$ cat src/logic/fps_pkg.sv
/*
 * Constants, field layouts and state codes of the front-panel scanner.
 * Assumes a 100 MHz system clock; shared by the top and its helpers.
 */
`default_nettype none
package fps_pkg;
  // ------------------------------------------------------------------
  // Clock and timing
  // ------------------------------------------------------------------
  localparam int CLK_HZ       = 100_000_000;          // System clock
  localparam int BAUD         = 9600;                 // Serial link rate
  localparam int BIT_CYC      = CLK_HZ / BAUD;        // Cycles per bit
  localparam int REF_HZ       = 1000;                 // Reference waves
  localparam int REF_HALF_CYC = CLK_HZ / (2 * REF_HZ); // Half period
  localparam int SETTLE_NS    = 2000;                 // Row settle time
  localparam int SETTLE_CYC   = (SETTLE_NS * (CLK_HZ / 1_000_000) + 999) / 1000;

  // ------------------------------------------------------------------
  // Panel geometry
  // ------------------------------------------------------------------
  localparam int ROWS      = 9;  // Row drive lines
  localparam int COLS      = 8;  // Column sense lines
  localparam int POTS      = 10; // Pot inputs
  localparam int PROBES    = 4;  // Probe-code inputs
  localparam int DEB_SCANS = 3;  // Equal scans before a switch change

  // ------------------------------------------------------------------
  // Report tags (upper nibble of the first byte)
  // ------------------------------------------------------------------
  localparam logic [3:0] TAG_SW  = 4'h1; // Switch row change
  localparam logic [3:0] TAG_POT = 4'h2; // Pot delta
  localparam logic [3:0] TAG_PRB = 4'h3; // Probe type

  // ------------------------------------------------------------------
  // Analog scan constants
  // ------------------------------------------------------------------
  localparam logic [7:0] ROT_LO    = 8'h40; // Wiper A usable window low
  localparam logic [7:0] ROT_HI    = 8'hc0; // Wiper A usable window high
  localparam logic [7:0] HALF_TURN = 8'h80; // Offset between the wipers
  localparam logic [7:0] PRB_TH1   = 8'h40; // Probe class thresholds
  localparam logic [7:0] PRB_TH2   = 8'h80;
  localparam logic [7:0] PRB_TH3   = 8'hc0;

  // ------------------------------------------------------------------
  // LED latch and command byte
  // ------------------------------------------------------------------
  localparam int         LEDS     = 5;     // Indicator count
  localparam logic [7:0] LED_RST  = 8'hff; // All dark after reset
  localparam int         LED_ON_B = 3;     // Command bit: 1 lights
  localparam logic [2:0] LED_MAP [LEDS] = '{3'h0, 3'h1, 3'h2, 3'h3, 3'h4};

  // Scanner states, one-hot
  typedef enum logic [7:0] {
    ST_ROW    = 8'h01,
    ST_SAMPLE = 8'h02,
    ST_ADC    = 8'h04,
    ST_WAIT   = 8'h08,
    ST_READ   = 8'h10,
    ST_CMP    = 8'h20,
    ST_SEND0  = 8'h40,
    ST_SEND1  = 8'h80
  } fps_state_e;
endpackage
`default_nettype wire

$ cat src/logic/fps_ser_if.sv
/*
 * Byte carrier between the scanner core and its serial port.
 * Assumes both ends run on the same clock.
 */
`timescale 1ns/1ps
`default_nettype none
interface fps_ser_if;
  logic [7:0] tx_data;  // Byte to send
  logic       tx_valid; // Byte offered
  logic       tx_ready; // Transmitter idle
  logic [7:0] rx_data;  // Byte received
  logic       rx_valid; // One-cycle receive pulse
  modport ctl (output tx_data, tx_valid, input tx_ready, rx_data, rx_valid);
  modport phy (input tx_data, tx_valid, output tx_ready, rx_data, rx_valid);
endinterface
`default_nettype wire

$ cat src/logic/fps_top.sv
/*
 * Front-panel scanner: switch matrix, pot and probe scan, LED latch,
 * two 1 kHz reference waves and the serial link to the host.
 * Assumes an external ADC with start/done handshake, analog muxes
 * steered by the select outputs, and an 8-bit LED latch on led_latch_o.
 */
// How it works
// - Matrix is nine rows by eight columns
// - Rows driven low one at a time
// - Columns sampled per row, compared to stored
// - Low column means closed, high means open
// - Changes, and each probe's first reading, reported to host
// - Compare output one: 1 kHz square wave
// - Compare output two: 1 kHz reference
// - Five LEDs on an eight-bit latch
// - Host LED id maps to one bit
// - Mux selects choose pot or probe input
// - Ten pot inputs across two muxes
// - Pot value stored, delta computed and reported
// - Four rotary pots from wiper pairs
// - Two end-stopped intensity pots, one input each
// - Four probe inputs classified and reported
// - Serial link, 9600 baud, async 8N1
`timescale 1ns/1ps
`default_nettype none
module fps_top #(
  parameter int HALF_CYC = fps_pkg::REF_HALF_CYC, // Reference half period
  parameter int BIT_CYC  = fps_pkg::BIT_CYC       // Serial bit time
) (
  input  wire logic       clk_i,                    // 100 MHz clock
  input  wire logic       reset_n_i,                // Sync reset, low
  output logic      [8:0] row_n_o,                  // Row drive, low=active
  input  wire logic [7:0] col_i,                    // Column sense pins
  output logic      [2:0] mux_chan_o,               // Mux channel
  output logic            mux_bank_o,               // 0 first mux, 1 second
  output logic            probe_mode_o,             // 1 probe, 0 pot
  output logic            adc_start_o,              // Conversion start
  input  wire logic       adc_done_i,               // Conversion done
  input  wire logic [7:0] adc_data_i,               // Conversion result
  output logic      [7:0] led_latch_o,              // LED latch bits
  output logic            probe_comp_square_wave_o, // First reference
  output logic            reference_a_o,            // Second reference
  input  wire logic       ser_rx_i,                 // Line from host
  output logic            ser_tx_o                  // Line to host
);
  // ------------------------------------------------------------------
  // Serial port
  // ------------------------------------------------------------------
  fps_ser_if ser ();

  fps_uart #(.BIT_CYC(BIT_CYC)) u_uart (
    .clk_i     (clk_i),
    .reset_n_i (reset_n_i),
    .ser_rx_i  (ser_rx_i),
    .ser_tx_o  (ser_tx_o),
    .ser       (ser)
  );

  // ------------------------------------------------------------------
  // Pin synchronisers
  // ------------------------------------------------------------------
  logic [7:0] col_m, col_s; // Columns
  logic [7:0] adc_m, adc_s; // ADC result
  logic       done_m, done_s, done_q;

  // Two flops on each column, ADC data and done pin before use; done_q only for the edge
  always_ff @(posedge clk_i) begin
    col_m  <= col_i;
    col_s  <= col_m;
    adc_m  <= adc_data_i;
    adc_s  <= adc_m;
    done_m <= adc_done_i;
    done_s <= done_m;
    done_q <= done_s;
  end

  wire done_rise = done_s & ~done_q;

  // ------------------------------------------------------------------
  // Scanner state
  // ------------------------------------------------------------------
  fps_pkg::fps_state_e state, resume; // Current, and after a report
  logic [3:0] row_idx;                // Row under scan
  logic [3:0] ana_idx;                // Analog step 0..13
  logic [7:0] settle;                 // Row settle timer
  logic [7:0] sample;                 // Last conversion
  logic [7:0] wiper_a;                // First wiper of a rotary pot
  logic [9:0] slot_ok;                // Stored value is valid
  logic [7:0] rep_tag, rep_val;       // Pending report bytes
  logic [7:0] sw_stable [fps_pkg::ROWS]; // Accepted closures
  logic [7:0] sw_last   [fps_pkg::ROWS]; // Previous raw sample
  logic [1:0] sw_cnt    [fps_pkg::ROWS]; // Equal-scan count
  logic [7:0] old_val;                // Stored value of this slot

  // ------------------------------------------------------------------
  // Switch decode
  // ------------------------------------------------------------------
  wire       row_on   = (state == fps_pkg::ST_ROW) | (state == fps_pkg::ST_SAMPLE);
  wire [7:0] sw_raw   = ~col_s;
  wire       sw_same  = sw_raw == sw_last[row_idx];
  wire [1:0] next_cnt = !sw_same ? 2'h0 :
                        sw_cnt[row_idx] == 2'(fps_pkg::DEB_SCANS - 1) ?
                        sw_cnt[row_idx] : sw_cnt[row_idx] + 2'h1;
  // Accept only after DEB_SCANS equal scans that differ from stored
  wire       sw_accept = (next_cnt == 2'(fps_pkg::DEB_SCANS - 1)) &
                         (sw_raw != sw_stable[row_idx]);
  wire       row_last  = row_idx == 4'(fps_pkg::ROWS - 1);
  wire [8:0] row_sel   = 9'h001 << row_idx;

  assign row_n_o = row_on ? ~row_sel : 9'h1ff;

  // ------------------------------------------------------------------
  // Analog decode
  // ------------------------------------------------------------------
  wire       is_rot  = ana_idx < 4'h8;
  wire       is_prb  = ana_idx >= 4'(fps_pkg::POTS);
  wire       rot_a   = is_rot & ~ana_idx[0];
  wire       ana_last = ana_idx == 4'(fps_pkg::POTS + fps_pkg::PROBES - 1);
  wire [3:0] slot    = is_rot ? {1'b0, ana_idx[3:1]} : ana_idx - 4'h4;
  wire       a_mid   = (wiper_a >= fps_pkg::ROT_LO) & (wiper_a < fps_pkg::ROT_HI);
  // Use wiper A in its clean range, else wiper B shifted half a turn
  wire [7:0] rot_val = a_mid ? wiper_a : sample + fps_pkg::HALF_TURN;
  wire [7:0] prb_cls = sample < fps_pkg::PRB_TH1 ? 8'h00 :
                       sample < fps_pkg::PRB_TH2 ? 8'h01 :
                       sample < fps_pkg::PRB_TH3 ? 8'h02 : 8'h03;
  wire [7:0] new_val = is_prb ? prb_cls : is_rot ? rot_val : sample;
  wire [7:0] delta   = new_val - old_val;
  wire       have    = slot_ok[slot];
  // Pots report only a change; a probe also reports its first reading
  wire       ana_rep = have ? (new_val != old_val) : is_prb;
  wire       mem_we  = state == fps_pkg::ST_CMP;

  assign probe_mode_o = is_prb;
  assign mux_bank_o   = is_rot & ana_idx[0];
  assign mux_chan_o   = is_rot ? ana_idx[3:1] :
                        is_prb ? 3'(ana_idx - 4'ha) : 3'(ana_idx - 4'h4);
  assign adc_start_o  = state == fps_pkg::ST_ADC;

  fps_mem #(.W(8), .AW(4)) u_mem (
    .clk_i   (clk_i),
    .we_i    (mem_we),
    .waddr_i (slot),
    .wdata_i (new_val),
    .raddr_i (slot),
    .rdata_o (old_val)
  );

  // Next step after a row or analog input is done
  wire fps_pkg::fps_state_e row_next = row_last ? fps_pkg::ST_ADC : fps_pkg::ST_ROW;
  wire fps_pkg::fps_state_e ana_next = ana_last ? fps_pkg::ST_ROW : fps_pkg::ST_ADC;
  wire [3:0] next_row = row_last ? 4'h0 : row_idx + 4'h1;
  wire [3:0] next_ana = ana_last ? 4'h0 : ana_idx + 4'h1;

  assign ser.tx_valid = (state == fps_pkg::ST_SEND0) | (state == fps_pkg::ST_SEND1);
  assign ser.tx_data  = state == fps_pkg::ST_SEND0 ? rep_tag : rep_val;

  // ------------------------------------------------------------------
  // Scan sequencer
  // ------------------------------------------------------------------
  // Scanning stalls while a report drains, so no event is ever dropped
  always_ff @(posedge clk_i) begin
    if (!reset_n_i) begin
      state   <= fps_pkg::ST_ROW;
      resume  <= fps_pkg::ST_ROW;
      row_idx <= 4'h0;
      ana_idx <= 4'h0;
      settle  <= 8'h00;
      sample  <= 8'h00;
      wiper_a <= 8'h00;
      slot_ok <= 10'h000;
      rep_tag <= 8'h00;
      rep_val <= 8'h00;
      for (int r = 0; r < fps_pkg::ROWS; r++) begin
        sw_stable[r] <= 8'h00;
        sw_last[r]   <= 8'h00;
        sw_cnt[r]    <= 2'h0;
      end
    end else begin
      case (state)
        fps_pkg::ST_ROW: begin     // Let the row settle
          settle <= settle + 8'h01;
          if (settle == 8'(fps_pkg::SETTLE_CYC - 1)) begin
            settle <= 8'h00;
            state  <= fps_pkg::ST_SAMPLE;
          end
        end
        fps_pkg::ST_SAMPLE: begin  // Compare columns with stored row
          sw_last[row_idx] <= sw_raw;
          sw_cnt[row_idx]  <= next_cnt;
          row_idx          <= next_row;
          if (sw_accept) begin
            sw_stable[row_idx] <= sw_raw;
            rep_tag <= {fps_pkg::TAG_SW, row_idx};
            rep_val <= sw_raw;
            resume  <= row_next;
            state   <= fps_pkg::ST_SEND0;
          end else begin
            state <= row_next;
          end
        end
        fps_pkg::ST_ADC: begin     // Start pulse goes out this cycle
          state <= fps_pkg::ST_WAIT;
        end
        fps_pkg::ST_WAIT: begin    // Wait for the converter
          if (done_rise) begin
            sample <= adc_s;
            if (rot_a) begin
              wiper_a <= adc_s;
              ana_idx <= next_ana;
              state   <= ana_next;
            end else begin
              state <= fps_pkg::ST_READ;
            end
          end
        end
        fps_pkg::ST_READ: begin    // Stored value arrives next cycle
          state <= fps_pkg::ST_CMP;
        end
        fps_pkg::ST_CMP: begin     // Store new value, maybe report
          slot_ok[slot] <= 1'b1;
          ana_idx       <= next_ana;
          if (ana_rep) begin
            rep_tag <= {is_prb ? fps_pkg::TAG_PRB : fps_pkg::TAG_POT, slot};
            rep_val <= is_prb ? new_val : delta;
            resume  <= ana_next;
            state   <= fps_pkg::ST_SEND0;
          end else begin
            state <= ana_next;
          end
        end
        fps_pkg::ST_SEND0: begin   // Tag byte
          if (ser.tx_ready) begin
            state <= fps_pkg::ST_SEND1;
          end
        end
        fps_pkg::ST_SEND1: begin   // Value byte
          if (ser.tx_ready) begin
            state <= resume;
          end
        end
        default: begin
          state <= fps_pkg::ST_ROW;
        end
      endcase
    end
  end

  // ------------------------------------------------------------------
  // LED latch
  // ------------------------------------------------------------------
  wire [2:0] led_id = ser.rx_data[2:0];
  wire       led_ok = ser.rx_valid & (led_id < 3'(fps_pkg::LEDS));
  wire [2:0] led_b  = fps_pkg::LED_MAP[led_ok ? led_id : 3'h0];

  // Unknown ids are ignored; spare bits stay high
  always_ff @(posedge clk_i) begin
    if (!reset_n_i) begin
      led_latch_o <= fps_pkg::LED_RST;
    end else if (led_ok) begin
      led_latch_o[led_b] <= ~ser.rx_data[fps_pkg::LED_ON_B];
    end
  end

  // ------------------------------------------------------------------
  // Reference waves
  // ------------------------------------------------------------------
  logic [15:0] ref_cnt; // Half-period counter
  wire         ref_end = ref_cnt == 16'(HALF_CYC - 1);
  wire         ref_mid = ref_cnt == 16'(HALF_CYC / 2 - 1);

  // Second wave toggles mid-way: same rate, a quarter period earlier
  always_ff @(posedge clk_i) begin
    if (!reset_n_i) begin
      ref_cnt                  <= 16'h0000;
      probe_comp_square_wave_o <= 1'b0;
      reference_a_o            <= 1'b0;
    end else begin
      ref_cnt <= ref_end ? 16'h0000 : ref_cnt + 16'h0001;
      if (ref_end) begin
        probe_comp_square_wave_o <= ~probe_comp_square_wave_o;
      end
      if (ref_mid) begin
        reference_a_o <= ~reference_a_o;
      end
    end
  end

  // ------------------------------------------------------------------
  // Checks
  // ------------------------------------------------------------------
  a_row_one_low: assert property (@(posedge clk_i) disable iff (!reset_n_i)
    $countones(~row_n_o) <= 1 && (row_on || row_n_o == 9'h1ff))
    else $error("more than one row driven");
  a_row_order: assert property (@(posedge clk_i) disable iff (!reset_n_i)
    state == fps_pkg::ST_SAMPLE |=> row_idx == ($past(row_idx) == 4'h8 ? 4'h0
                                                : $past(row_idx) + 4'h1))
    else $error("row order broken");
  a_sw_changed: assert property (@(posedge clk_i) disable iff (!reset_n_i)
    state == fps_pkg::ST_SAMPLE && sw_accept |=> state == fps_pkg::ST_SEND0
      && rep_val == ~$past(col_s) && rep_val != $past(sw_stable[row_idx]))
    else $error("switch report wrong");
  a_pot_delta: assert property (@(posedge clk_i) disable iff (!reset_n_i)
    state == fps_pkg::ST_CMP && !is_prb && have && new_val != old_val
      |=> state == fps_pkg::ST_SEND0 && rep_val == $past(new_val) - $past(old_val)
      ##1 (state == fps_pkg::ST_SEND1) == $past(ser.tx_ready))
    else $error("pot delta wrong");
  a_led_bit: assert property (@(posedge clk_i) disable iff (!reset_n_i)
    led_ok |=> (led_latch_o ^ $past(led_latch_o)) == 8'h00 ||
               (led_latch_o ^ $past(led_latch_o)) == (8'h01 << $past(led_b)))
    else $error("led changed wrong bits");
  a_led_low_on: assert property (@(posedge clk_i) disable iff (!reset_n_i)
    led_ok && ser.rx_data[fps_pkg::LED_ON_B] |=> !led_latch_o[$past(led_b)])
    else $error("led not lit low");
  a_led_spare: assert property (@(posedge clk_i) disable iff (!reset_n_i)
    led_latch_o[7:5] == 3'h7)
    else $error("spare latch bit moved");
  a_wave_one: assert property (@(posedge clk_i) disable iff (!reset_n_i)
    ref_end |=> probe_comp_square_wave_o != $past(probe_comp_square_wave_o)
      ##1 $stable(probe_comp_square_wave_o))
    else $error("wave one timing");
  a_wave_two: assert property (@(posedge clk_i) disable iff (!reset_n_i)
    !ref_mid |=> $stable(reference_a_o))
    else $error("wave two toggled early");
  a_mux_mode: assert property (@(posedge clk_i) disable iff (!reset_n_i)
    adc_start_o |-> probe_mode_o == (ana_idx >= 4'ha) && (probe_mode_o -> !mux_bank_o))
    else $error("mux mode wrong");
endmodule
`default_nettype wire

$ cat src/logic/fps_mem.sv
/*
 * Small store of previous pot values and probe classes.
 * Assumes one write and one read port; read data are registered.
 */
`timescale 1ns/1ps
`default_nettype none
module fps_mem #(
  parameter int W  = 8, // Word width
  parameter int AW = 4  // Address width
) (
  input  wire logic          clk_i,   // System clock
  input  wire logic          we_i,    // Write strobe
  input  wire logic [AW-1:0] waddr_i, // Write address
  input  wire logic [W-1:0]  wdata_i, // Write data
  input  wire logic [AW-1:0] raddr_i, // Read address
  output logic      [W-1:0]  rdata_o  // Read data, one cycle late
);
  logic [W-1:0] mem [2**AW]; // Storage, no reset: slots carry valid bits

  // Write and registered read
  always_ff @(posedge clk_i) begin
    if (we_i) begin
      mem[waddr_i] <= wdata_i;
    end
    rdata_o <= mem[raddr_i];
  end
endmodule
`default_nettype wire

$ cat src/logic/fps_uart.sv
/*
 * Asynchronous 8N1 serial port: transmitter and receiver.
 * Assumes the line idles high; the receive pin is asynchronous.
 */
`timescale 1ns/1ps
`default_nettype none
module fps_uart #(
  parameter int BIT_CYC = fps_pkg::BIT_CYC // Cycles per bit
) (
  input  wire logic clk_i,     // System clock
  input  wire logic reset_n_i, // Synchronous reset, active low
  input  wire logic ser_rx_i,  // Serial line in
  output logic      ser_tx_o,  // Serial line out
  fps_ser_if.phy    ser        // Byte side
);
  // ------------------------------------------------------------------
  // Transmitter
  // ------------------------------------------------------------------
  logic [9:0]  tx_sh;   // Stop, data, start; LSB on the line
  logic [3:0]  tx_left; // Bits still to send
  logic [15:0] tx_cnt;  // Bit timer
  wire         tx_take = ser.tx_valid & ser.tx_ready;
  wire         tx_tick = tx_cnt == 16'(BIT_CYC - 1);

  assign ser.tx_ready = tx_left == 4'h0;
  assign ser_tx_o     = tx_sh[0];

  // Load a frame, then shift one bit per bit time
  always_ff @(posedge clk_i) begin
    if (!reset_n_i) begin
      tx_sh   <= 10'h3ff;
      tx_left <= 4'h0;
      tx_cnt  <= 16'h0000;
    end else if (tx_take) begin
      tx_sh   <= {1'b1, ser.tx_data, 1'b0};
      tx_left <= 4'ha;
      tx_cnt  <= 16'h0000;
    end else if (tx_left != 4'h0) begin
      tx_cnt <= tx_tick ? 16'h0000 : tx_cnt + 16'h0001;
      if (tx_tick) begin
        tx_sh   <= {1'b1, tx_sh[9:1]};
        tx_left <= tx_left - 4'h1;
      end
    end
  end

  // ------------------------------------------------------------------
  // Receiver
  // ------------------------------------------------------------------
  logic        rx_m, rx_s; // Two-stage synchroniser
  logic        rx_busy;    // Inside a frame
  logic [3:0]  rx_bit;     // 0 start, 1..8 data, 9 stop
  logic [15:0] rx_cnt;     // Bit timer
  logic [7:0]  rx_sh;      // Data assembly, LSB first
  wire         rx_tick = rx_cnt == (rx_bit == 4'h0 ? 16'(BIT_CYC / 2 - 1)
                                                   : 16'(BIT_CYC - 1));

  // Sample each bit at its centre; a false start or bad stop is dropped
  always_ff @(posedge clk_i) begin
    rx_m <= ser_rx_i;
    rx_s <= rx_m;
    if (!reset_n_i) begin
      rx_busy      <= 1'b0;
      rx_bit       <= 4'h0;
      rx_cnt       <= 16'h0000;
      rx_sh        <= 8'h00;
      ser.rx_valid <= 1'b0;
      ser.rx_data  <= 8'h00;
    end else begin
      ser.rx_valid <= 1'b0;
      if (!rx_busy) begin
        rx_busy <= !rx_s;
        rx_bit  <= 4'h0;
        rx_cnt  <= 16'h0000;
      end else if (!rx_tick) begin
        rx_cnt <= rx_cnt + 16'h0001;
      end else begin
        rx_cnt <= 16'h0000;
        rx_bit <= rx_bit + 4'h1;
        if (rx_bit == 4'h0) begin
          rx_busy <= !rx_s;
        end else if (rx_bit == 4'h9) begin
          rx_busy      <= 1'b0;
          ser.rx_valid <= rx_s;
          ser.rx_data  <= rx_sh;
        end else begin
          rx_sh <= {rx_s, rx_sh[7:1]};
        end
      end
    end
  end
endmodule
`default_nettype wire

$ cat config.mk
export PLATFORM = sky130hd
export DESIGN_NAME = fps_top
export DESIGN_NICKNAME = d
export VERILOG_FILES = /design/src/logic/fps_pkg.sv /design/src/logic/fps_ser_if.sv /design/src/logic/fps_top.sv /design/src/logic/fps_mem.sv /design/src/logic/fps_uart.sv
export SDC_FILE = /design/constraint.sdc
export NUM_CORES = 1
export LEC_CHECK = 0
export BUFFER_PORTS_ARGS = -buffer_cell sky130_fd_sc_hd__buf_2
export CORE_MARGIN = 3
export CORE_UTILIZATION = 60
export DETAILED_ROUTE_END_ITERATION = 12
export PLACE_DENSITY = 0.75
export SKIP_CTS_REPAIR_TIMING = 1
export SLEW_MARGIN = 5
export SYNTH_ARGS = -nofsm -noshare
export SYNTH_HDL_FRONTEND = slang
export SYNTH_SLANG_ARGS = --single-unit
$ cat constraint.sdc
create_clock -name clk_i -period 5.5 [get_ports clk_i]
set_input_delay 0.55 -clock clk_i [delete_from_list [all_inputs] [get_ports clk_i]]
set_output_delay 0.55 -clock clk_i [all_outputs]
set_load 0.05 [all_outputs]
# Word-level counts from Yosys, hierarchy flattened
# Memories as Yosys holds them, arrays and structs flattened. A register that Yosys moved wholly into a read port is not among the register bits.
# Cells that the tools add are included.
[op_classes]
n_addsub = 13
n_mul = 0
div_mod_pow = 0
n_lt_le_gt_ge = 13
eq_ne = 28
n_shift = 1
mux = 88
bitwise = 23
n_reduce_logical = 27
[op_table]
columns = ["op", "n"]
rows = [
  ["$mux W8", 18],
  ["$mux W4", 17],
  ["$pmux W8 S8", 1],
  ["$add A16 B1 Y16 const B", 3],
  ["$pmux W8 S2", 3],
  ["$mux W9", 4],
  ["$lt A8 B8 Y1 const B", 3],
  ["$mux W1", 23],
  ["$mux W3", 7],
  ["$eq A16 B14 Y1 const B", 1],
  ["$eq A16 B15 Y1 const B", 1],
  ["$eq A16 B16 Y1", 1],
  ["$eq A16 B16 Y1 const B", 1],
  ["$eq A8 B8 Y1 const B", 2],
  ["$mux W16", 1],
  ["$ne A8 B8 Y1", 2],
  ["$reduce_or A8 Y1", 2],
  ["$mux W14", 1],
  ["$mux W7", 2],
  ["$add A4 B1 Y4 const B", 3],
  ["$eq A4 B4 Y1 const B", 3],
  ["$reduce_and A4 Y1", 3],
  ["$mux W2", 5],
  ["$not A1 Y1", 10],
  ["50 further kinds", 76],
]
[totals]
ff_bits = 200
latch_bits = 0
mem_bits_rw = 290
mem_bits_ro = 24
input_bits = 20
out_inout_bits = 26
word_cells = 231
memories = 5
[mem_list]
columns = ["memory", "depth", "width", "read_ports", "rd_clocked_by_memory_dff", "write_ports", "line", "source"]
rows = [
  ["u_mem.mem", 16, 8, 1, 1, 1, "fps_mem.sv:18", "logic [W-1:0] mem [2**AW];"],
  ["sw_last", 9, 8, 1, 1, 9, "fps_top.sv:91", "logic [7:0] sw_last [fps_pkg::ROWS];"],
  ["sw_stable", 9, 8, 1, 1, 9, "fps_top.sv:90", "logic [7:0] sw_stable [fps_pkg::ROWS];"],
  ["(name not given)", 8, 3, 1, 0, 0, "fps_top.sv:253", "wire [2:0] led_b = fps_pkg::LED_MAP[led_ok ? led_id : 3'h0];"],
  ["sw_cnt", 9, 2, 1, 1, 9, "fps_top.sv:92", "logic [1:0] sw_cnt [fps_pkg::ROWS];"],
]

# Longest topological paths before layout
# Gate-level depths: netlist of the first run.
[logic_depth]
word_depth = 12
mapped_depth = 18
ltp_nobuf = 16

# Cells and area by module
# A second synthesis of the first run with hierarchy kept.
[hier_totals]
hier_cells = 2059
area_unflattened_um2 = 27187.3
[modules_own_cells]
columns = ["mod", "instances", "cells_per_inst", "area_per_inst_um2", "seq_area_each_um2"]
rows = [
  ["fps_top", 1, 1476, 18875.6, 11270.8],
  ["fps_mem", 1, 229, 5147.4, 4003.8],
  ["fps_uart", 1, 354, 3164.3, 1381.3],
]

# Worst setup path after synthesis of the first run
# Ideal clock, no wire load.
[synth_path]
path_kind = "register to register"
start = "register (tool-made name)"
end = "memory sw_stable[14][0], enable pin"
setup_time_ns = 0.383
t_arrival_ns = 3.426
required_ns = 5.117
path_slack_ns = 1.691
path_stages_with_launch = 15
n_path_buf = 6
synth_period_minus_slack_ns = 3.809
cell_sequence = "dfxtp_1 buf_6 buf_6 buf_4 buf_6 mux4_2 mux4_2 inv_1 ha_1 nand3_4 inv_4 nand3_4 buf_2 buf_6 nor3_1"
[synth_lines]
columns = ["item", "line"]
rows = [
  ["end: declaration", "fps_top.sv:90"],
]

# Worst setup path in the final report of the first run
[layout_path]
start = "register ana_idx[2]"
end = "register resume[0]"
[layout_between]
elab_chain_len = 7
word_cells_on_any_way = 16
cone_classes = "add/sub (1); order compare (2); eq/ne (3); mux (9); reduce/logical (1)"
[layout_lines]
columns = ["item", "line", "source"]
rows = [
  ["start: declaration", "fps_top.sv:84", "logic [3:0] ana_idx;"],
  ["start signal: assignment", "fps_top.sv:209", "ana_idx <= next_ana;"],
  ["start signal: assignment", "fps_top.sv:221", "ana_idx <= next_ana;"],
  ["$lt A4 B4 Y1", "fps_top.sv:115", "wire is_rot = ana_idx < 4'h8;"],
  ["$mux W8", "fps_top.sv:126", "wire [7:0] new_val = is_prb ? prb_cls : is_rot ? rot_val : sample;"],
  ["$mux W8 *", "fps_top.sv:126", ""],
  ["named net new_val[5]", "fps_top.sv:126", ""],
  ["$ne A8 B8 Y1 *", "fps_top.sv:130", "wire ana_rep = have ? (new_val != old_val) : is_prb;"],
  ["$mux W1 *", "fps_top.sv:130", ""],
  ["$ne A2 B2 Y1 (no line) *", "--", ""],
  ["$reduce_and A3 Y1 (no line) *", "--", ""],
  ["end signal: assignment", "fps_top.sv:164", "resume <= fps_pkg::ST_ROW;"],
  ["end signal: assignment", "fps_top.sv:195", "resume <= row_next;"],
  ["end signal: assignment", "fps_top.sv:225", "resume <= ana_next;"],
  ["end: declaration", "fps_top.sv:82", "fps_pkg::fps_state_e state, resume;"],
]
# Mark *: on every way through the listed nets, which the timed path passes. The rest lies on a longest branch. The select of a mux whose other input is x is not followed.
# A chain may end at the register's enable or synchronous reset.

==> metrics.md, run 1 <==
| Metric | Value |
|---|---|
| Status | complete, no violations |
| CP cell instances | inv_1 -> ha_1 -> nor2b_1 -> o31ai_1 -> buf_4 -> inv_2 -> nor2_1 -> buf_4 -> ha_1 -> nand4_1 -> nor2_1 -> and2_1 -> a211oi_1 -> buf_4 -> a31oi_4 -> mux2_4 |
| Slack of the critical path | 0.9200 ns |
| Critical path type | flip-flop to flip-flop |
| Crit path max-delay family | buffers and inverters |
| Post-synth EDFFs | 384 |
| Tightest Pin Transition | 1.181 ns |
| Post-Syn Area | 25010 sq um |
| Layout Nets | 2145 |
| Unrepaired setup endpoints after global routing | false |
| Distinct cells, synth | 76 |
| WL/cell | 21.58 um |
| Async set-reset flop share out of synthesis | 0% |
| GR Util All Layers | 26.23% |
| Crit path capture type | flip-flop |
| Via count | 16401 |
| HP Class | input port to flip-flop |
| Initial Utilization | 60.98% |
| CP dominant cell by count | buf_4 |
| Setup TNS | 0 ns |
| Setup crit start kind | flip-flop |
| Syn Area/Cell | 12.18 sq um |
| GP Congestion | 0.8926 |
| Largest net degree at the start of global routing | 60 |
| Power per Cell Area | 336.9 nW/um^2 |
| Layout area overhead | 10.83% |
| Initial DRC Count | 1606 |
| Overall power | 9.339 mW |
| Max Slew Vio Count | 0 |
| DRC viols | 0 |
| Share of layout cells above drive strength 1 | 13.71% |
| Minimum clock period after layout | 4.580 ns |
| Die area | 44170 sq um |
| H-tree Lvls | 2 |
| Top_reg_cell synth | edfxtp_1 |
| Combinational share of power | 6.0% |
| Synth Instances | 2054 |
| Static Leak | 9.943 nW |
| I/O Pins | 46 |
| Skew final | 0.02258 ns |
| Drt pass-1 iters | 5 |
| Antenna Cells | 0 |
| Final WL | 57760 um |
| Peak supply drop | 0.2853 mV |
| Internal power | 7.291 mW |
| Crit path max fanout | 27 |
| Core Region | 41020 sq um |
| Sw Share | 21.93% |
| Max_cap viols | 0 |
| Die W | 210.2 um |
| CTS buffer count | 57 |
| Sw power | 2.048 mW |
| Via density | 6.127 |
| Fin crit share | 83.27% |
| Worst Path Arrival | 5.07 ns |
| Setup-failing EPs final | 0 |
| Clk network pwr share | 42.4% |
| Top achievable clock speed | 0.2183 GHz |
| Initial antenna violation count | 0 |
| Slowest CP cell | dfxtp_1 |
| Port Buffers | 45 |
| CTS tree | built |
| Seq/Total Area, Yosys | 62.43% |
| Clock transition at path regs | 0.06 ns |
| Die Ht | 210.2 um |
| Final Hold Violating Endpoints | 0 |
| Yosys warnings | 0 |
| GRT overflow | 0 |
| Final ANT Viol Nets | 0 |
| Crit path largest cell delay | 0.95 ns |
| Number of global-route vias before repair | 16324 |
| Worst path required time | 5.99 ns |
| CTS Buffer Depth | 3 |
| CP Buf/Inv Count | 5 |
| Worst-Skew Late Latency | 0.61 ns |
| Global-route wire length before repair | 90490 um |
| Num rows | 74 |
| Yosys reg bits | 588 |
| Detail Placement HPWL | 37500 um |
| Mapped Nets | 2100 |
| Part of the power in registers | 51.6% |
| Worst slew margin | 20.98% |
| CTS Root Cell | clkbuf_16 |
| CTS sink cnt | 588 |
| Post-Place Setup Slack | 1.018 ns |
## cells in the mapped netlist, types with 10 or more instances
cell / count / area [sq um]
mux4_2: 33 / 743.2
xor2_1: 35 / 306.5
o211ai_1: 11 / 82.58
clkbuf_1: 90 / 337.8
mux2i_1: 88 / 880.8
xnor2_1: 51 / 446.7
buf_6: 16 / 180.2
nor3_1: 106 / 530.5
nor2_1: 248 / 930.9
a311oi_1: 11 / 96.34
mux4_1: 18 / 473.0
edfxtp_1: 384 / 11530
and3_1: 25 / 156.4
inv_1: 44 / 165.2
nand3_1: 79 / 395.4
o21a_1: 10 / 75.07
ha_1: 25 / 312.8
or3_1: 11 / 68.82
mux2_2: 20 / 225.2
nand2b_1: 14 / 87.58
nor2b_1: 11 / 68.82
nand4_1: 26 / 162.7
a21oi_1: 35 / 175.2
dfxtp_1: 204 / 4084
a31oi_1: 15 / 93.84
nand2_1: 252 / 945.9
o21ai_0: 45 / 225.2
## layout by cell type, fill, tap and decap left out, types with 43 or more instances in the layout
| cell type | count |
|---|---|
| edfxtp_1 | 384 |
| o21ai_0 | 45 |
| mux2i_1 | 87 |
| inv_1 | 43 |
| clkbuf_16 | 58 |
| buf_2 | 45 |
| nor3_1 | 106 |
| dfxtp_1 | 201 |
| nand2_1 | 252 |
| nand3_1 | 79 |
| buf_4 | 71 |
| nor2_1 | 248 |
| xnor2_1 | 51 |
## power groups by stage
stage / clock [mW] / combinational, mW / sequential, mW
after detailed placement: 0 / 0.548 / 4.91
after global routing: 4.19 / 0.600 / 4.83
after CTS: 4.02 / 0.551 / 4.82
final: 3.96 / 0.558 / 4.82
after global placement: 0 / 0.540 / 4.91
after floorplan: 0 / 0.413 / 4.88
## registers in the layout, indices dropped and copies added, names as in the netlist, 9 cells and up, named ones only
signal,count
sw_last,128
sw_stable,128
u_mem.mem,96
sw_cnt,32
ref_cnt,16
u_uart.rx_cnt,16
u_uart.tx_cnt,16
slot_ok,10
u_uart.tx_sh,9
## per-layer routing
layer	routed length, um	vias up	part of all wire, %	global-route usage, %
li1	-	7508	-	-
met1	22420	8010	39	34.14
met2	28400	726	49	43.94
met3	4540	157	7.9	4.822
met4	2396	0	4.1	10.83
met5	0	-	0	0
## layout make-up
| cell class | count | area (sq um) |
|---|---|---|
| Timing Repair Buffer | 118 | 798.3 |
| Fill cell | 2974 | 13300 |
| Multi-Input combinational cell | 1287 | 8531 |
| Tap cell | 532 | 665.6 |
| Sequential cell | 588 | 15620 |
| Clock inverter | 31 | 317.8 |
| Clock buffer | 74 | 1605 |
| Inverter | 47 | 178.9 |
## per-stage QoR
| stage | utilization (%) | hold slack [ns] | cell area (sq um) | std cells |
|---|---|---|---|---|
| detailed placement | 62.89 | 0.3121 | 25790 | 2572 |
| CTS | 67.58 | 0.01007 | 27720 | 2677 |
| floorplan | - | 0.3096 | 25010 | 2054 |
| global placement | 62.89 | 0.3109 | 25790 | 2572 |
| global route | 67.58 | 0.01163 | 27720 | 2677 |
| finish | 67.58 | 0.03771 | 27720 | 2677 |
## final timing paths
check | slack, ns | cells after the start | endpoint | from
worst min-delay path | 0.04 | 1 | col_m[5] | col_i[5]
worst min register to register | 0.33 | 0 | done_s | done_m
worst max register to register | 0.92 | 16 | resume[0] | ana_idx[2]
worst max-delay path | 0.92 | 16 | resume[0] | ana_idx[2]
## cell families after synthesis
group / Yosys count / synth area share [%]
compound gates: 181 / 4.883
mux: 160 / 9.345
buf+inv: 179 / 3.507
fa+ha+maj: 26 / 1.331
xor+xnor: 87 / 3.077
flops: 588 / 62.43
simple gates: 833 / 15.42
(Power assumes the default switching activity.)
==> run 2: changes to the inputs <==
--- a/config.mk
+++ b/config.mk
@@ -5,11 +5,12 @@
 export SDC_FILE = /design/constraint.sdc
 export NUM_CORES = 1
 export LEC_CHECK = 0
+export ABC_AREA = 1
 export BUFFER_PORTS_ARGS = -buffer_cell sky130_fd_sc_hd__buf_2
 export CORE_MARGIN = 3
-export CORE_UTILIZATION = 60
+export CORE_UTILIZATION = 56
 export DETAILED_ROUTE_END_ITERATION = 12
-export PLACE_DENSITY = 0.75
+export PLACE_DENSITY = 0.73
 export SKIP_CTS_REPAIR_TIMING = 1
 export SLEW_MARGIN = 5
 export SYNTH_ARGS = -nofsm -noshare
==> constraint.sdc (replaced) <==
create_clock -name clk_i -period 4.1 [get_ports clk_i]
set_input_delay 0.41 -clock clk_i [delete_from_list [all_inputs] [get_ports clk_i]]
set_output_delay 0.41 -clock clk_i [all_outputs]
set_load 0.05 [all_outputs]
==> metrics.md, run 2 <==
| Metric | Value |
|---|---|
| Status | complete, no violations |
| Fillers | 3475 (+17%) |
| Worst Path Arrival | 4.08 ns (-0.99 ns) |
| Crit path capture type | flip-flop |
| Die Ht | 218.3 um (+3.9%) |
| Part of the power in registers | 48.8% (-2.8 points) |
| Port Buffers | 45 (unchanged) |
| Static Leak | 11.17 nW (+12%) |
| CTS Root Cell | clkbuf_16 |
| Antenna Cells | 0 (unchanged) |
| Top-count cell post-synth | nand2_1 |
| Initial DRC Count | 2000 (+25%) |
| Peak supply drop | 0.4603 mV (+61%) |
| Most common cell after layout, fill and taps aside | nand2_1 |
| Max_cap viols | 0 (unchanged) |
| CTS sink cnt | 588 (unchanged) |
| Worst path required time | 4.34 ns (-1.65 ns) |
| Final Hold Violating Endpoints | 0 (unchanged) |
| Tightest Pin Transition | 1.191 ns (+0.01019 ns) |
| Unrepaired setup endpoints after global routing | false |
| Initial antenna violation count | 0 (unchanged) |
| Largest registers | sw_last: 128 flops, sw_stable: 128 flops, u_mem.mem: 96 flops |
| Clock transition at path regs | 0.06 ns (about the same) |
| Die W | 218.3 um (+3.9%) |
| Minimum clock period after layout | 3.839 ns (-0.7412 ns) |
| Slowest CP cell | nor3_1 |
| Setup TNS | 0 ns (unchanged) |
| CP cell instances | buf_4 -> nand2_1 -> nand2_1 -> nand2_1 -> nand3_1 -> nand3_1 -> nand3_1 -> nand2_1 -> inv_1 -> nand2_1 -> nor2_2 -> nand3_2 -> nor2_1 -> inv_2 -> nor3_1 |
| Yosys top cell by area | edfxtp_1 |
| Setup crit start kind | flip-flop |
| GR Util All Layers | 26.25% (about the same) |
| Crit path max-delay family | simple AND/OR/NAND/NOR gates |
| CP Buf/Inv Count | 3 (-2) |
| Global-route wire length before repair | 98520 um (+8.9%) |
| CTS tree | built |
| Setup-failing EPs final | 0 (unchanged) |
| Skew final | 0.02034 ns (-0.002246 ns) |
| Yosys reg bits | 588 (unchanged) |
| Syn Area/Cell | 9.571 sq um (-21%) |
| Crit path max fanout | 48 (+78%) |
| Number of global-route vias before repair | 18548 (+14%) |
| CTS Buffer Depth | 3 (unchanged) |
| CTS buffer count | 59 (+3.5%) |
| Seq/Total Area, Yosys | 61.87% (-0.57 points) |
| Internal power | 10.10 mW (+39%) |
| Async set-reset flop share out of synthesis | 0% (unchanged) |
| DRC viols | 0 (unchanged) |
| Max Slew Vio Count | 0 (unchanged) |
| Synth Instances | 2637 (+28%) |
| Crit path largest cell delay | 0.92 ns (-0.03 ns) |
| Layout area overhead | 12.37% |
| Worst-Skew Late Latency | 0.64 ns (+0.03 ns) |
| Distinct cells, synth | 59 (-22%) |
| Most frequent cells after synthesis | nand2_1 (497), nor2_1 (403), edfxtp_1 (384), inv_1 (242), dfxtp_1 (204) |
| Detail Placement HPWL | 40320 um (+7.5%) |
| Final ANT Viol Nets | 0 (unchanged) |
| Power per Cell Area | 467.0 nW/um^2 (+39%) |
| Leading cell types in the layout, fill and taps excluded | nand2_1 (497), nor2_1 (403), edfxtp_1 (384), inv_1 (241), dfxtp_1 (203) |
| Top achievable clock speed | 0.2605 GHz (+19%) |
| Share of the synthesized area in the top cell type | 45.69% (-0.42 points) |
| Placed Cells | 3202 (+24%) |
| Sw Share | 23.72% (+1.8 points) |
| Post-Syn Area | 25240 sq um (+0.92%) |
| Combinational share of power | 8.1% (+2.1 points) |
| Yosys warnings | 0 (unchanged) |
| I/O Pins | 46 (unchanged) |
| Fin crit share | 93.63% (+10 points) |
| Top_reg_cell synth | edfxtp_1 |
| Worst slew margin | 19.98% (-1.0 points) |
| Num rows | 77 (+4.1%) |
| Sw power | 3.142 mW (+53%) |
| CP dominant cell by count | nand2_1 |
| Largest net degree at the start of global routing | 99 (+65%) |
| Core Region | 44410 sq um (+8.3%) |
| WL/cell | 18.91 um (-12%) |
| Via count | 18995 (+16%) |
| GP Congestion | 0.8779 (-1.6%) |
| HP Class | flip-flop to flip-flop |
| GRT overflow | 0 (unchanged) |
| Final Non-Filler Cells | 3331 (+24%) |
| Mapped Nets | 2683 (+28%) |
| Final WL | 62980 um (+9.0%) |
| Drt pass-1 iters | 8 (+3) |
| Clk network pwr share | 43.1% (+0.7 points) |
| H-tree Lvls | 2 (unchanged) |
| Layout Nets | 2735 (+28%) |
| Post-synth EDFFs | 384 (unchanged) |
| Initial Utilization | 56.83% (-4.1 points) |
| Share of layout cells above drive strength 1 | 9.200% (-4.5 points) |
| Via density | 5.702 (-6.9%) |
| Die area | 47650 sq um (+7.9%) |
| Top post-synthesis cells by area | edfxtp_1 (46%), dfxtp_1 (16%), nand2_1 (7.4%), nor2_1 (6.0%), inv_1 (3.6%) |
| Critical path type | flip-flop to flip-flop |
==> run 2: cell types whose count changed after synthesis, moves of 76 or more <==
cell | previous run | this run
inv_1 | 44 | 242
mux2i_1 | 88 | 1
nand2_1 | 252 | 497
nand3_1 | 79 | 181
nor2_1 | 248 | 403
o21ai_0 | 45 | 121
==> run 2: final timing paths <==
kind,slack (ns),startpoint,cells after the start,to
worst max register to register,0.26,flip-flop,15,sw_stable[14][5]
worst max-delay path,0.26,flip-flop,15,sw_stable[14][5]
worst min-delay path,0.32,u_uart.rx_m,0,u_uart.rx_s
worst min register to register,0.32,u_uart.rx_m,0,u_uart.rx_s
==> run 2: cell type report <==
class / count / area [sq um] / area share [%]
inverter: 262 / 987.2 / 3.481
clock inverter: 23 / 356.6 / 1.257
tap: 592 / 740.7 / 2.612
multi-input combinational: 1662 / 8069 / 28.45
timing repair buffer: 116 / 840.8 / 2.965
clock buffer: 88 / 1748 / 6.163
sequential: 588 / 15620 / 55.07
==> run 2: cells by family after synthesis <==
logic type / Yosys count / synth area share, %
and+or+nand+nor: 1271 / 21.87
xor gates and xnor gates: 11 / 0.3817
muxes: 1 / 0.03966
AOI/OAI and AO/OA: 353 / 8.264
buffers and inverters: 387 / 6.261
adders and majority gates: 26 / 1.319
DFF: 588 / 61.87
==> run 2: through the flow <==
stage	utilization [%]	hold slack, ns	total power [mW]	cell area [sq um]	worst slack, ns
floorplan	-	0.3096	7.327	25240	0.6328
global placement	58.68	0.3117	7.598	26060	0.3177
detailed placement	58.68	0.3136	7.622	26060	0.1971
CTS	63.42	-0.1625	13.30	28170	0.1701
global route	63.86	0.3352	13.67	28360	0.01055
finish	63.86	0.3228	13.25	28360	0.2612
==> run 2: power by group through the flow <==
| stage | registers, mW | clock network [mW] | logic (mW) |
|---|---|---|---|
| after global routing | 6.47 | 6.03 | 1.17 |
| after floorplan | 6.57 | 0 | 0.758 |
| after detailed placement | 6.59 | 0 | 1.03 |
| after CTS | 6.46 | 5.79 | 1.04 |
| final | 6.46 | 5.71 | 1.07 |
| after global placement | 6.58 | 0 | 1.01 |
==> run 2: layer usage <==
layer	share of wire (%)	track usage (%)	vias up
met2	48	43.43	829
li1	-	-	9018
met5	0	0	-
met1	39	33.81	8989
met3	8.9	5.284	159
met4	4.0	11.33	0
